`config.mk`:
```
export PLATFORM = sky130hd
export DESIGN_NAME = counter_pwm
export DESIGN_NICKNAME = d
export VERILOG_FILES = /design/src/rtl/counter_pwm.v
export VERILOG_INCLUDE_DIRS = /design/src /design/src/common
export SDC_FILE = /design/constraint.sdc
export NUM_CORES = 1
export LEC_CHECK = 0
export ABC_AREA = 1
export BUFFER_PORTS_ARGS = -buffer_cell sky130_fd_sc_hd__buf_2
export CAP_MARGIN = 20
export CORE_MARGIN = 3
export CORE_UTILIZATION = 57
export CTS_BUF_LIST = sky130_fd_sc_hd__clkbuf_8
export DETAILED_ROUTE_END_ITERATION = 16
export PLACE_DENSITY = 0.82
export SYNTH_ARGS = -nofsm -noshare
export SYNTH_HDL_FRONTEND = slang
export SYNTH_SLANG_ARGS = --single-unit
```
`constraint.sdc`:
```
create_clock -name sys_clk -period 2.3 [get_ports sys_clk]
set_input_delay 0.115 -clock sys_clk [delete_from_list [all_inputs] [get_ports sys_clk]]
set_output_delay 0.115 -clock sys_clk [all_outputs]
set_load 0.01 [all_outputs]
```
`src/common/pwm_consts.vh`:
```
// register map, field positions and encodings of the counter-array modulator module
`ifndef PWM_CONSTS_VH
`define PWM_CONSTS_VH
`define OFS_MODE 8'h00
`define OFS_CONFIG 8'h04
`define OFS_CMP_LOW 8'h08
`define OFS_CMP_HIGH 8'h0c
`define OFS_COUNTER 8'h10
`define OFS_STATUS 8'h14
`define OFS_CLEAR 8'h18
`define OFS_IRQ_EN 8'h1c
`define BIT_MOD_EN 0
`define BIT_CMP_EN 1
`define BIT_MATCH_EN 2
`define CYCLE_LENGTH_SELECT_LSB 0
`define CYCLE_LENGTH_SELECT_MSB 1
`define BIT_RELOAD_SEL 2
`define BIT_RUN 3
`define BIT_CYCLE_OVERFLOW_FLAG 0
`define BIT_EVENT 1
`define CYCLE_LENGTH_SELECT_8 2'h0
`define CYCLE_LENGTH_SELECT_9 2'h1
`define CYCLE_LENGTH_SELECT_10 2'h2
`define CYCLE_LENGTH_SELECT_11 2'h3
`define MASK_8 16'h00ff
`define MASK_9 16'h01ff
`define MASK_10 16'h03ff
`define MASK_11 16'h07ff
`define CNT_STEP 16'h0001
`define RST_MODE 3'h0
`define RST_CONFIG 4'h0
`define RST_CMP 16'h0000
`define RST_CNT 16'h0000
`define RST_FLAGS 2'h0
`define ZERO_WORD 32'h00000000
`endif

```
`src/rtl/counter_pwm.v`:
```
// one counter-array module in 9/10/11-bit pulse width modulation, with a Wishbone slave
`timescale 1ns/10ps
`include "pwm_consts.vh"
// Operation
// - reload_select 1 maps compare byte accesses to auto-reload, 0 to capture/compare.
// - output goes high when the low N counter bits equal the compare value.
// - output goes low when the counter overflows out of bit N.
// - each overflow sets the cycle overflow flag and reloads compare from auto-reload.
// - N comes from the cycle length select field of the modulator configuration.
// - modulation runs when counter run and modulation enables are set and N is not 8.
// - with match flag and comparator enables set, each match sets the module event flag.
// - overflow recurs every 512, 1024 or 2048 counter clocks for 9, 10, 11 bits.
// - a low compare byte write clears the comparator enable.
// - a high compare byte write sets the comparator enable.
// - duty equals two to the N minus compare, over two to the N.
// - with comparator enable clear the output is held low, zero duty.
module counter_pwm (
  input wire sys_clk,
  input wire reset,
  input wire cyc_i,
  input wire stb_i,
  input wire we_i,
  input wire [7:0] adr_i,
  input wire [3:0] sel_i,
  input wire [31:0] dat_i,
  output reg [31:0] dat_o,
  output reg ack_o,
  output reg module_output_pin,
  output wire irq
);

  reg [2:0] module_mode_reg_q;
  reg [3:0] modulator_config_reg_q;
  reg [15:0] compare_q;
  reg [15:0] reload_q;
  reg [15:0] counter_q;
  reg [1:0] status_q; // gathered from the two sticky flag cells
  reg [1:0] irq_en_q;

  wire modulation_enable;
  wire comparator_enable;
  wire match_flag_enable;
  wire [1:0] cycle_length_select;
  wire reload_select;
  wire counter_run;

  assign modulation_enable = module_mode_reg_q[`BIT_MOD_EN];
  assign comparator_enable = module_mode_reg_q[`BIT_CMP_EN];
  assign match_flag_enable = module_mode_reg_q[`BIT_MATCH_EN];
  assign cycle_length_select = modulator_config_reg_q[`CYCLE_LENGTH_SELECT_MSB:`CYCLE_LENGTH_SELECT_LSB];
  assign reload_select = modulator_config_reg_q[`BIT_RELOAD_SEL];
  assign counter_run = modulator_config_reg_q[`BIT_RUN];

  // bus decode: one-cycle answer, misaligned or unknown offsets read zero and ignore writes
  wire req;
  wire wr;
  wire wr_lane0;
  wire wr_lane1;
  assign req = cyc_i & stb_i & ~ack_o;
  assign wr = req & we_i;
  assign wr_lane0 = wr & sel_i[0];
  assign wr_lane1 = wr & sel_i[1];

  wire wr_mode;
  wire wr_config;
  wire wr_cmp_low;
  wire wr_cmp_high;
  wire wr_clear;
  wire wr_irq_en;
  assign wr_mode = wr_lane0 & (adr_i == `OFS_MODE);
  assign wr_config = wr_lane0 & (adr_i == `OFS_CONFIG);
  assign wr_cmp_low = wr_lane0 & (adr_i == `OFS_CMP_LOW);
  assign wr_cmp_high = wr_lane0 & (adr_i == `OFS_CMP_HIGH);
  assign wr_clear = wr_lane0 & (adr_i == `OFS_CLEAR);
  assign wr_irq_en = wr_lane0 & (adr_i == `OFS_IRQ_EN);

  // cycle length mask, 8-bit setting kept for the mask but never runs this mode
  reg [15:0] len_mask;
  always @* begin
    case (cycle_length_select)
      `CYCLE_LENGTH_SELECT_9: len_mask = `MASK_9;
      `CYCLE_LENGTH_SELECT_10: len_mask = `MASK_10;
      `CYCLE_LENGTH_SELECT_11: len_mask = `MASK_11;
      default: len_mask = `MASK_8;
    endcase
  end

  wire long_cycle;
  wire pwm_active;
  assign long_cycle = (cycle_length_select != `CYCLE_LENGTH_SELECT_8);
  // reload keeps running while the comparator is off, so a split write stays glitch free
  assign pwm_active = modulation_enable & long_cycle;

  wire tick;
  wire [15:0] counter_next;
  wire [15:0] low_now;
  wire [15:0] low_next;
  wire overflow;
  assign tick = counter_run;
  assign counter_next = counter_q + `CNT_STEP;
  assign low_now = counter_q & len_mask;
  assign low_next = counter_next & len_mask;
  assign overflow = tick & pwm_active & (low_now == len_mask);

  // the compare seen by the next count already holds the reloaded value
  wire [15:0] compare_eff;
  wire match_next;
  assign compare_eff = overflow ? reload_q : compare_q;
  assign match_next = tick & pwm_active & (low_next == (compare_eff & len_mask));

  // output follows the count: high for counts at or above compare, giving the duty law
  always @(posedge sys_clk) begin
    if (reset) begin
      module_output_pin <= 1'b0;
    end else if (!(pwm_active & comparator_enable)) begin
      module_output_pin <= 1'b0;
    end else if (match_next) begin
      module_output_pin <= 1'b1;
    end else if (overflow) begin
      module_output_pin <= 1'b0;
    end
  end

  always @(posedge sys_clk) begin
    if (reset) begin
      counter_q <= `RST_CNT;
    end else if (tick) begin
      counter_q <= counter_next;
    end
  end

  // dual-mapped compare bytes: bus write wins over a reload on the byte it writes
  always @(posedge sys_clk) begin
    if (reset) begin
      compare_q <= `RST_CMP;
    end else begin
      if (overflow) begin
        compare_q <= reload_q;
      end
      if (wr_cmp_low & ~reload_select) begin
        compare_q[7:0] <= dat_i[7:0];
      end
      if (wr_cmp_high & ~reload_select) begin
        compare_q[15:8] <= dat_i[7:0];
      end
    end
  end

  always @(posedge sys_clk) begin
    if (reset) begin
      reload_q <= `RST_CMP;
    end else begin
      if (wr_cmp_low & reload_select) begin
        reload_q[7:0] <= dat_i[7:0];
      end
      if (wr_cmp_high & reload_select) begin
        reload_q[15:8] <= dat_i[7:0];
      end
    end
  end

  // compare byte writes touch the comparator enable after any mode write
  always @(posedge sys_clk) begin
    if (reset) begin
      module_mode_reg_q <= `RST_MODE;
    end else begin
      if (wr_mode) begin
        module_mode_reg_q <= dat_i[2:0];
      end
      if (wr_cmp_low) begin
        module_mode_reg_q[`BIT_CMP_EN] <= 1'b0;
      end
      if (wr_cmp_high) begin
        module_mode_reg_q[`BIT_CMP_EN] <= 1'b1;
      end
    end
  end

  always @(posedge sys_clk) begin
    if (reset) begin
      modulator_config_reg_q <= `RST_CONFIG;
    end else if (wr_config) begin
      modulator_config_reg_q <= dat_i[3:0];
    end
  end

  // sticky flags: a hardware set in the clearing cycle survives
  wire [1:0] flag_set;
  wire [1:0] flag_clr;
  wire [1:0] status_d;
  assign flag_set[`BIT_CYCLE_OVERFLOW_FLAG] = overflow;
  assign flag_set[`BIT_EVENT] = match_next & match_flag_enable & comparator_enable;
  assign flag_clr = wr_clear ? dat_i[1:0] : `RST_FLAGS;

  sticky_flag u_flag_cycle_overflow_flag (
    .sys_clk(sys_clk),
    .reset(reset),
    .set(flag_set[`BIT_CYCLE_OVERFLOW_FLAG]),
    .clr(flag_clr[`BIT_CYCLE_OVERFLOW_FLAG]),
    .flag_q(status_d[`BIT_CYCLE_OVERFLOW_FLAG])
  );

  sticky_flag u_flag_event (
    .sys_clk(sys_clk),
    .reset(reset),
    .set(flag_set[`BIT_EVENT]),
    .clr(flag_clr[`BIT_EVENT]),
    .flag_q(status_d[`BIT_EVENT])
  );

  always @* begin
    status_q = status_d;
  end

  always @(posedge sys_clk) begin
    if (reset) begin
      irq_en_q <= `RST_FLAGS;
    end else if (wr_irq_en) begin
      irq_en_q <= dat_i[1:0];
    end
  end

  assign irq = |(status_q & irq_en_q);

  // read mux: compare bytes follow the selector like writes do
  reg [31:0] rd_data;
  always @* begin
    rd_data = `ZERO_WORD;
    case (adr_i)
      `OFS_MODE: rd_data[2:0] = module_mode_reg_q;
      `OFS_CONFIG: rd_data[3:0] = modulator_config_reg_q;
      `OFS_CMP_LOW: rd_data[7:0] = reload_select ? reload_q[7:0] : compare_q[7:0];
      `OFS_CMP_HIGH: rd_data[7:0] = reload_select ? reload_q[15:8] : compare_q[15:8];
      `OFS_COUNTER: rd_data[15:0] = counter_q;
      `OFS_STATUS: rd_data[1:0] = status_q;
      `OFS_IRQ_EN: rd_data[1:0] = irq_en_q;
      default: rd_data = `ZERO_WORD;
    endcase
  end

  always @(posedge sys_clk) begin
    if (reset) begin
      ack_o <= 1'b0;
      dat_o <= `ZERO_WORD;
    end else begin
      ack_o <= req;
      if (req & ~we_i) begin
        dat_o <= rd_data;
      end
    end
  end

  // wr_lane1 reserved lane: upper lanes of byte registers are not stored
  wire unused_lane;
  assign unused_lane = wr_lane1;

endmodule // counter_pwm

// one sticky status bit: set by hardware, cleared by software, set wins a tie
module sticky_flag (
  input wire sys_clk,
  input wire reset,
  input wire set,
  input wire clr,
  output reg flag_q
);

  // clearing must never hide an event that lands in the same cycle
  always @(posedge sys_clk) begin
    if (reset) begin
      flag_q <= 1'b0;
    end else if (set) begin
      flag_q <= 1'b1;
    end else if (clr) begin
      flag_q <= 1'b0;
    end
  end

endmodule // sticky_flag

```
# After elaboration in Yosys (flattened, before gate mapping)

Index checks and enable logic that the tools add are counted.

Bits in registers: 77
Bits of input ports: 49
Output and inout port bits: 35
Word-level logic and storage cells: 85

Add/sub/neg operators: 1
Equality and inequality tests: 12
Multiplexer cells: 21
Bitwise gates (word level): 30
Reduce and logical (&&, ||, !) cells: 8

Operators by type and width:

| cell                                          | count |
|---|---|
| AND 16 bit                                    | 3 |
| two-way mux 8 bit                             | 5 |
| case mux 11 bit (3 select lines)              | 1 |
| == test 16 bit                                | 2 |
| == test 8 x 5 -> 1 bit, second input constant | 4 |
| AND 1 bit                                     | 22 |
| adder 16 x 1 -> 16 bit, second input constant | 1 |
| == test 8 x 4 -> 1 bit, second input constant | 2 |
| two-way mux 16 bit                            | 1 |
| case mux 2 bit (7 select lines)               | 1 |
| case mux 4 bit (3 select lines)               | 1 |
| == test 8 x 3 -> 1 bit, second input constant | 1 |
| logical NOT 8 bit                             | 1 |
| two-way mux 1 bit                             | 8 |
| nonzero test 2 bit                            | 4 |
| case mux 1 bit (5 select lines)               | 1 |
| == test 2 bit, second input constant          | 2 |
| two-way mux 2 bit                             | 2 |
| inverter 1 bit                                | 4 |
| case mux 1 bit (4 select lines)               | 1 |
| OR reduction 2 bit                            | 2 |
| nonzero test 3 bit                            | 1 |
| AND 2 bit                                     | 1 |
| == test 2 x 1 -> 1 bit, second input constant | 1 |

# Depth between registers and ports, before layout

Word-level depth: 12
Mapped depth: 16
Mapped depth without buffers: 15

# Cells and area by module

From an unflattened synthesis, not the netlist that was laid out.

Cell total of the unflattened synthesis: 635
Area, all modules: 4252.8 um^2

Modules (own cells, without submodules):

| module      | times used | cells an instance | area each (um^2) | sequential area each (um^2) |
|---|---|---|---|---|
| counter_pwm | 1          | 625               | 4172.8           | 1501.4 |
| sticky_flag | 2          | 5                 | 40.0             | 20.0 |

# Least setup slack after synthesis

OpenSTA, ideal clock, no wires.

Path type: register -> register
From: reg counter_q[0]
To: reg u_flag_event.flag_q
Setup time: 0.067 ns
Arrival time: 1.736 ns
Required time: 2.233 ns
Slack: 0.496 ns
Cell stages (with the launch flop): 15
Buffers on the path: 1
Clock period less this slack: 1.804 ns
Cells stage by stage: dfxtp_1 > ha_1 > nand2_2 > nor2_8 > nand2_4 > nor2_4 > buf_6 > nand3_2 > nand3_2 > nand2_1 > nor2_1 > nand2_1 > nor2_2 > nand3_1 > a21oi_2

Word-level cells in the longest chain between the ends: 10
Elaborated cells between the ends (all ways): 13
Those cells by class: add/sub (1); eq/ne (2); mux (2); bitwise (7); reduce/logical (1)

RTL lines:

| element                                                                        | RTL line          | RTL |
|---|---|---|
| start, declared                                                                | counter_pwm.v:36  | `reg [15:0] counter_q;` |
| start signal, assigned                                                         | counter_pwm.v:126 | `` counter_q <= `RST_CNT; `` |
| start signal, assigned                                                         | counter_pwm.v:128 | `counter_q <= counter_next;` |
| parallel branches: the longest is 5 deep, another holds adder 16 x 1 -> 16 bit | --                |  |
| == test 16 bit *                                                               | counter_pwm.v:109 | `assign match_next = tick & pwm_active & (low_next == (compare_eff & len_mask));` |
| AND 1 bit *                                                                    | counter_pwm.v:109 |  |
| AND 1 bit * (2 in a row)                                                       | counter_pwm.v:192 | `` assign flag_set[`BIT_EVENT] = match_next & match_flag_enable & comparator_enable; `` |
| two-way mux 1 bit / nonzero test 2 bit (equally long branches)                 | --                |  |
| end signal, assigned                                                           | counter_pwm.v:271 | `flag_q <= 1'b0;` |
| end signal, assigned                                                           | counter_pwm.v:273 | `flag_q <= 1'b1;` |
| end signal, assigned                                                           | counter_pwm.v:275 | `flag_q <= 1'b0;` |
| end, declared                                                                  | counter_pwm.v:265 | `output reg flag_q` |

Mark *: on every way between the ends.
A chain may end at the register's enable or synchronous reset.

# Final worst setup path

Same ends and word-level chain as after synthesis.

==> flow_summary_export.csv <==
group,metric,value,unit
drt,remaining_drc_errors,0,
yosys,ys.warnings.count,0,
clock_tree,tritoncts,"done",
drt,drt-wirelength-per-cell,16.12,um
clock_tree,htree_num_levels,3,
cells_and_area,final_net_count,738,
yosys,synth-compound-area-share,0.2084,
placement,placed_area,4592,um2
yosys,combinational_family_with_the_most_area_after_synthesis,"simple AND/OR/NAND/NOR gates",
clock_tree,cts_made_buffers,9,
sta,setup_ws,0.1908,ns
critical_path,reg2regPathDepth,13,
yosys,synth_xor_xnor_area_share,0.02251,
cells_and_area,area_growth_syn_to_layout,11.93,%
global_route,via_count_of_the_first_global_routing_pass,4038,
power_and_ir_drop,power_density,527.2,nW/um2
critical_path,crit_type,"reg2reg",
floorplanning,die_h,92.66,um
clock_tree,register_clock_pin_slew_on_the_reported_worst_setup_and_hold_paths,0.09,ns
drt,route.final.wire_length,12720,um
global_route,global_route.usage.total,0.3057,
critical_path,setup.worst_path.end_class,"register",
critical_path,rr_endpoint,"u_flag_event.flag_q",
clock_tree,cts_num_sinks,77,
clock_tree,cts.root.buffer_cell,"clkbuf_8",
critical_path,cp_data_arrival_time,2.41,ns
clock_tree,post_cts_hold_buffer_count,0,
yosys,synth_sequential_area_ratio,0.3601,
drt,drt_iter0_drc,464,
drt,drt_first_pass_iters,5,
sta,rsz_0062_raised_after_global_routing,"no",
yosys,ys_top_cells_by_area,"dfxtp_1 (36%), nand2_1 (11%), o21ai_0 (8.3%)",
yosys,ys_ff_latch,77,
floorplanning,boundaryPins,84,
sta,total_negative_slack_for_setup_checks,0,ns
min_path,worstHoldPathCells,3,
sta,worst_slew_pin_slew,0.5240,ns
critical_path,worstPathMaxFanout,7,
cells_and_area,finish.instance_area,4791,um2
yosys,synthCells,639,
clock_tree,postCtsSetupRepairBufs,0,
yosys,synth_mux_area_frac,0,
drt,via_count,4403,
clock_tree,worstSkewPairLatency,0.36,ns
floorplanning,core_area,7019,um2
sta,clock.fmax,0.4741,GHz
yosys,postSynth.asyncResetShare,0,
yosys,synth_simple_gate_area_frac,0.2751,
sta,post-route-period-util,0.9171,
placement,detailedPlacementHpwl,9573,um
run,timing.max_cap.violations,0,
min_path,hold_end,"reload_q[6]",
global_route,first_pass_grt_wire_length,20340,um
yosys,post_synth_instance_area,4280,um2
floorplanning,start_util,0.6098,
sta,timing.final.crit_period,2.109,ns
floorplanning,die_w,92.66,um
floorplanning,design.die.area,8585,um2
floorplanning,placement_rows,30,
placement,gp_congestion,1.007,
global_route,grt_max_degree,36,
yosys,yosysUniqueCellTypes,38,
sta,timing.final.hold_violations,0,
yosys,synth_top_area_share,0.3601,
critical_path,worst_setup_path_start_kind,"register",
drt,avg_vias_per_cell,5.580,
min_path,hold_path.startpoint,"dat_i[6]",
global_route,antenna_violations_before_repair,0,
clock_tree,cts_max_path_buffers,2,
sta,finalSetupViolations,0,
critical_path,critical_path.reg2reg.startpoint,"counter_q[0]",
cells_and_area,final_layout_size_suffix_gt1_frac,0.1530,
sta,skew,0.01329,ns
yosys,main_flop_type_after_synthesis,"dfxtp_1",
critical_path,critPathRequiredTime,2.60,ns
critical_path,r2r_setup_slack,0.19,ns
power_and_ir_drop,power_leakage,2.086,nW
sta,maxSlewHeadroom,0.6503,
yosys,number_of_flops_mapped_to_enable_cells_by_yosys,0,
cells_and_area,antennaDiodeCount,0,
power_and_ir_drop,ir_worst_vdd,0.3966,mV
sta,number_of_pins_with_negative_max_slew_slack_in_the_final_report,0,
yosys,post_synth.cell_area_avg,6.699,um2
drt,drtAntennaViolNets,0,
run_status,result_of_the_run,"complete, no violations",
min_path,worst_hold_path_type,"in2reg",
placement,post-place-ws,0.2179,ns
yosys,fraction_of_the_mapped_netlist_area_in_adder_cells,0.002923,
placement,port-buffer-count,40,
yosys,synthDominantAreaCellType,"dfxtp_1",
global_route,globalRoute.totalOverflow,0,
cells_and_area,filler_cell_count,664,
==> state kept, by name, summed over array words and instances, names as in the netlist <==
register	count
u_flag_cycle_overflow_flag.flag_q	1
irq_en_q	2
reload_q	16
ack_o	1
module_mode_reg_q	3
module_output_pin	1
modulator_config_reg_q	4
dat_o	16
compare_q	16
u_flag_event.flag_q	1
counter_q	16
==> worst max-delay path, cell delays in order (launching register included) <==
cell and delay [ns]:
dfxtp_1 0.34, ha_1 0.20, nand2_2 0.10, nor2_8 0.13, nand2_4 0.08, nor2_4 0.18, nand2_4 0.11, o21ai_1 0.23
nand2_1 0.08, nand2_1 0.10, nand2_1 0.07, nor2_2 0.17, nand3_1 0.12, a21oi_2 0.12
==> cell usage in the layout, fill, tap and decap left out, types with 3 or more instances in the layout <==
cell type,count
nand2_2,4
dfxtp_1,76
nand3b_1,4
nor2_2,5
buf_2,40
nand4_1,3
xnor2_1,3
clkinvlp_4,3
o221ai_1,3
nand2_1,125
o21ai_0,71
o22ai_1,3
nand3_2,4
buf_4,24
nor2_1,49
inv_1,78
xor2_1,8
nand3_1,50
conb_1,16
a21oi_1,66
a31oi_1,12
nor3_1,7
clkbuf_8,9
nor2_4,4
inv_2,5
==> final cells by class <==
class                      instances  area, um2  area share
clock buffer                       9      123.9     0.02586
tap                               96      120.1     0.02507
timing repair buffer              64      380.4     0.07939
multi-input combinational        453       2238      0.4672
clock inverter                     7      73.82     0.01541
inverter                          83      311.5     0.06503
sequential                        77       1543      0.3220
==> per-layer routing <==
layer | part of all wire | vias up | global-route usage
met5 | 0 | - | 0
met4 | 0.028 | 0 | 0.1209
met3 | 0.095 | 34 | 0.06011
met2 | 0.45 | 227 | 0.4743
met1 | 0.43 | 1978 | 0.4184
li1 | - | 2164 | -
==> report_power, final <==
group	leakage (nW)	internal (mW)	switching, mW
combinational	1.37	0.0390	0.0910
clock	0.0937	0.505	0.546
sequential	0.622	1.34	0.00424
total	2.09	1.88	0.641
==> worst max path at each step <==
stage / start / to / slack (ns) / cells after the start
after CTS: counter_q[0] / u_flag_event.flag_q / 0.20 / 13
after global placement: modulator_config_reg_q[1] / u_flag_event.flag_q / 0.23 / 13
after floorplan: counter_q[0] / u_flag_event.flag_q / 0.50 / 14
after detailed placement: counter_q[1] / u_flag_event.flag_q / 0.22 / 13
after global routing: counter_q[0] / u_flag_event.flag_q / 0.004 / 13
final: counter_q[0] / u_flag_event.flag_q / 0.19 / 13
==> metrics by stage <==
step                      hold slack, ns  cells  total power [mW]  utilization
after CTS                        0.04617    789             2.526       0.6824
after global routing             0.05759    789             2.601       0.6825
after global placement            0.4246    773             1.499       0.6542
after floorplan                   0.2426    654             1.466            -
final                            0.05525    789             2.526       0.6825
after detailed placement          0.4272    773             1.503       0.6542
==> cells in the mapped netlist, types with 2 or more instances <==
master,number
a21oi_1,66
nand4_1,3
o221ai_1,3
buf_4,17
a211oi_1,2
nor2_1,49
nor2_2,5
o22ai_1,3
dfxtp_1,77
inv_2,5
o211ai_1,2
nor2_4,4
nor3_1,7
nand2_4,2
nand3_1,50
nand2_1,125
buf_6,3
nand3_2,4
xor2_1,8
nand3b_1,4
o311ai_0,2
xnor2_1,3
o21ai_0,71
inv_1,77
buf_2,4
a31oi_1,12
nand2_2,4
clkbuf_1,17
==> logic make-up after synthesis <==
kind of cell,count (synthesis)
other cells,1
compound gates,166
flops,77
xor+xnor,11
buf+inv,124
fa+ha+maj,1
simple gates,259
==> what timing repair did <==
item | 4_1_cts | 5_1_grt
resized for setup | 0 | 1
hold endpoints to repair | 0 | 0
endpoints found under the setup margin | 0 | 2
No activity file was read; power rests on OpenSTA's default activity.
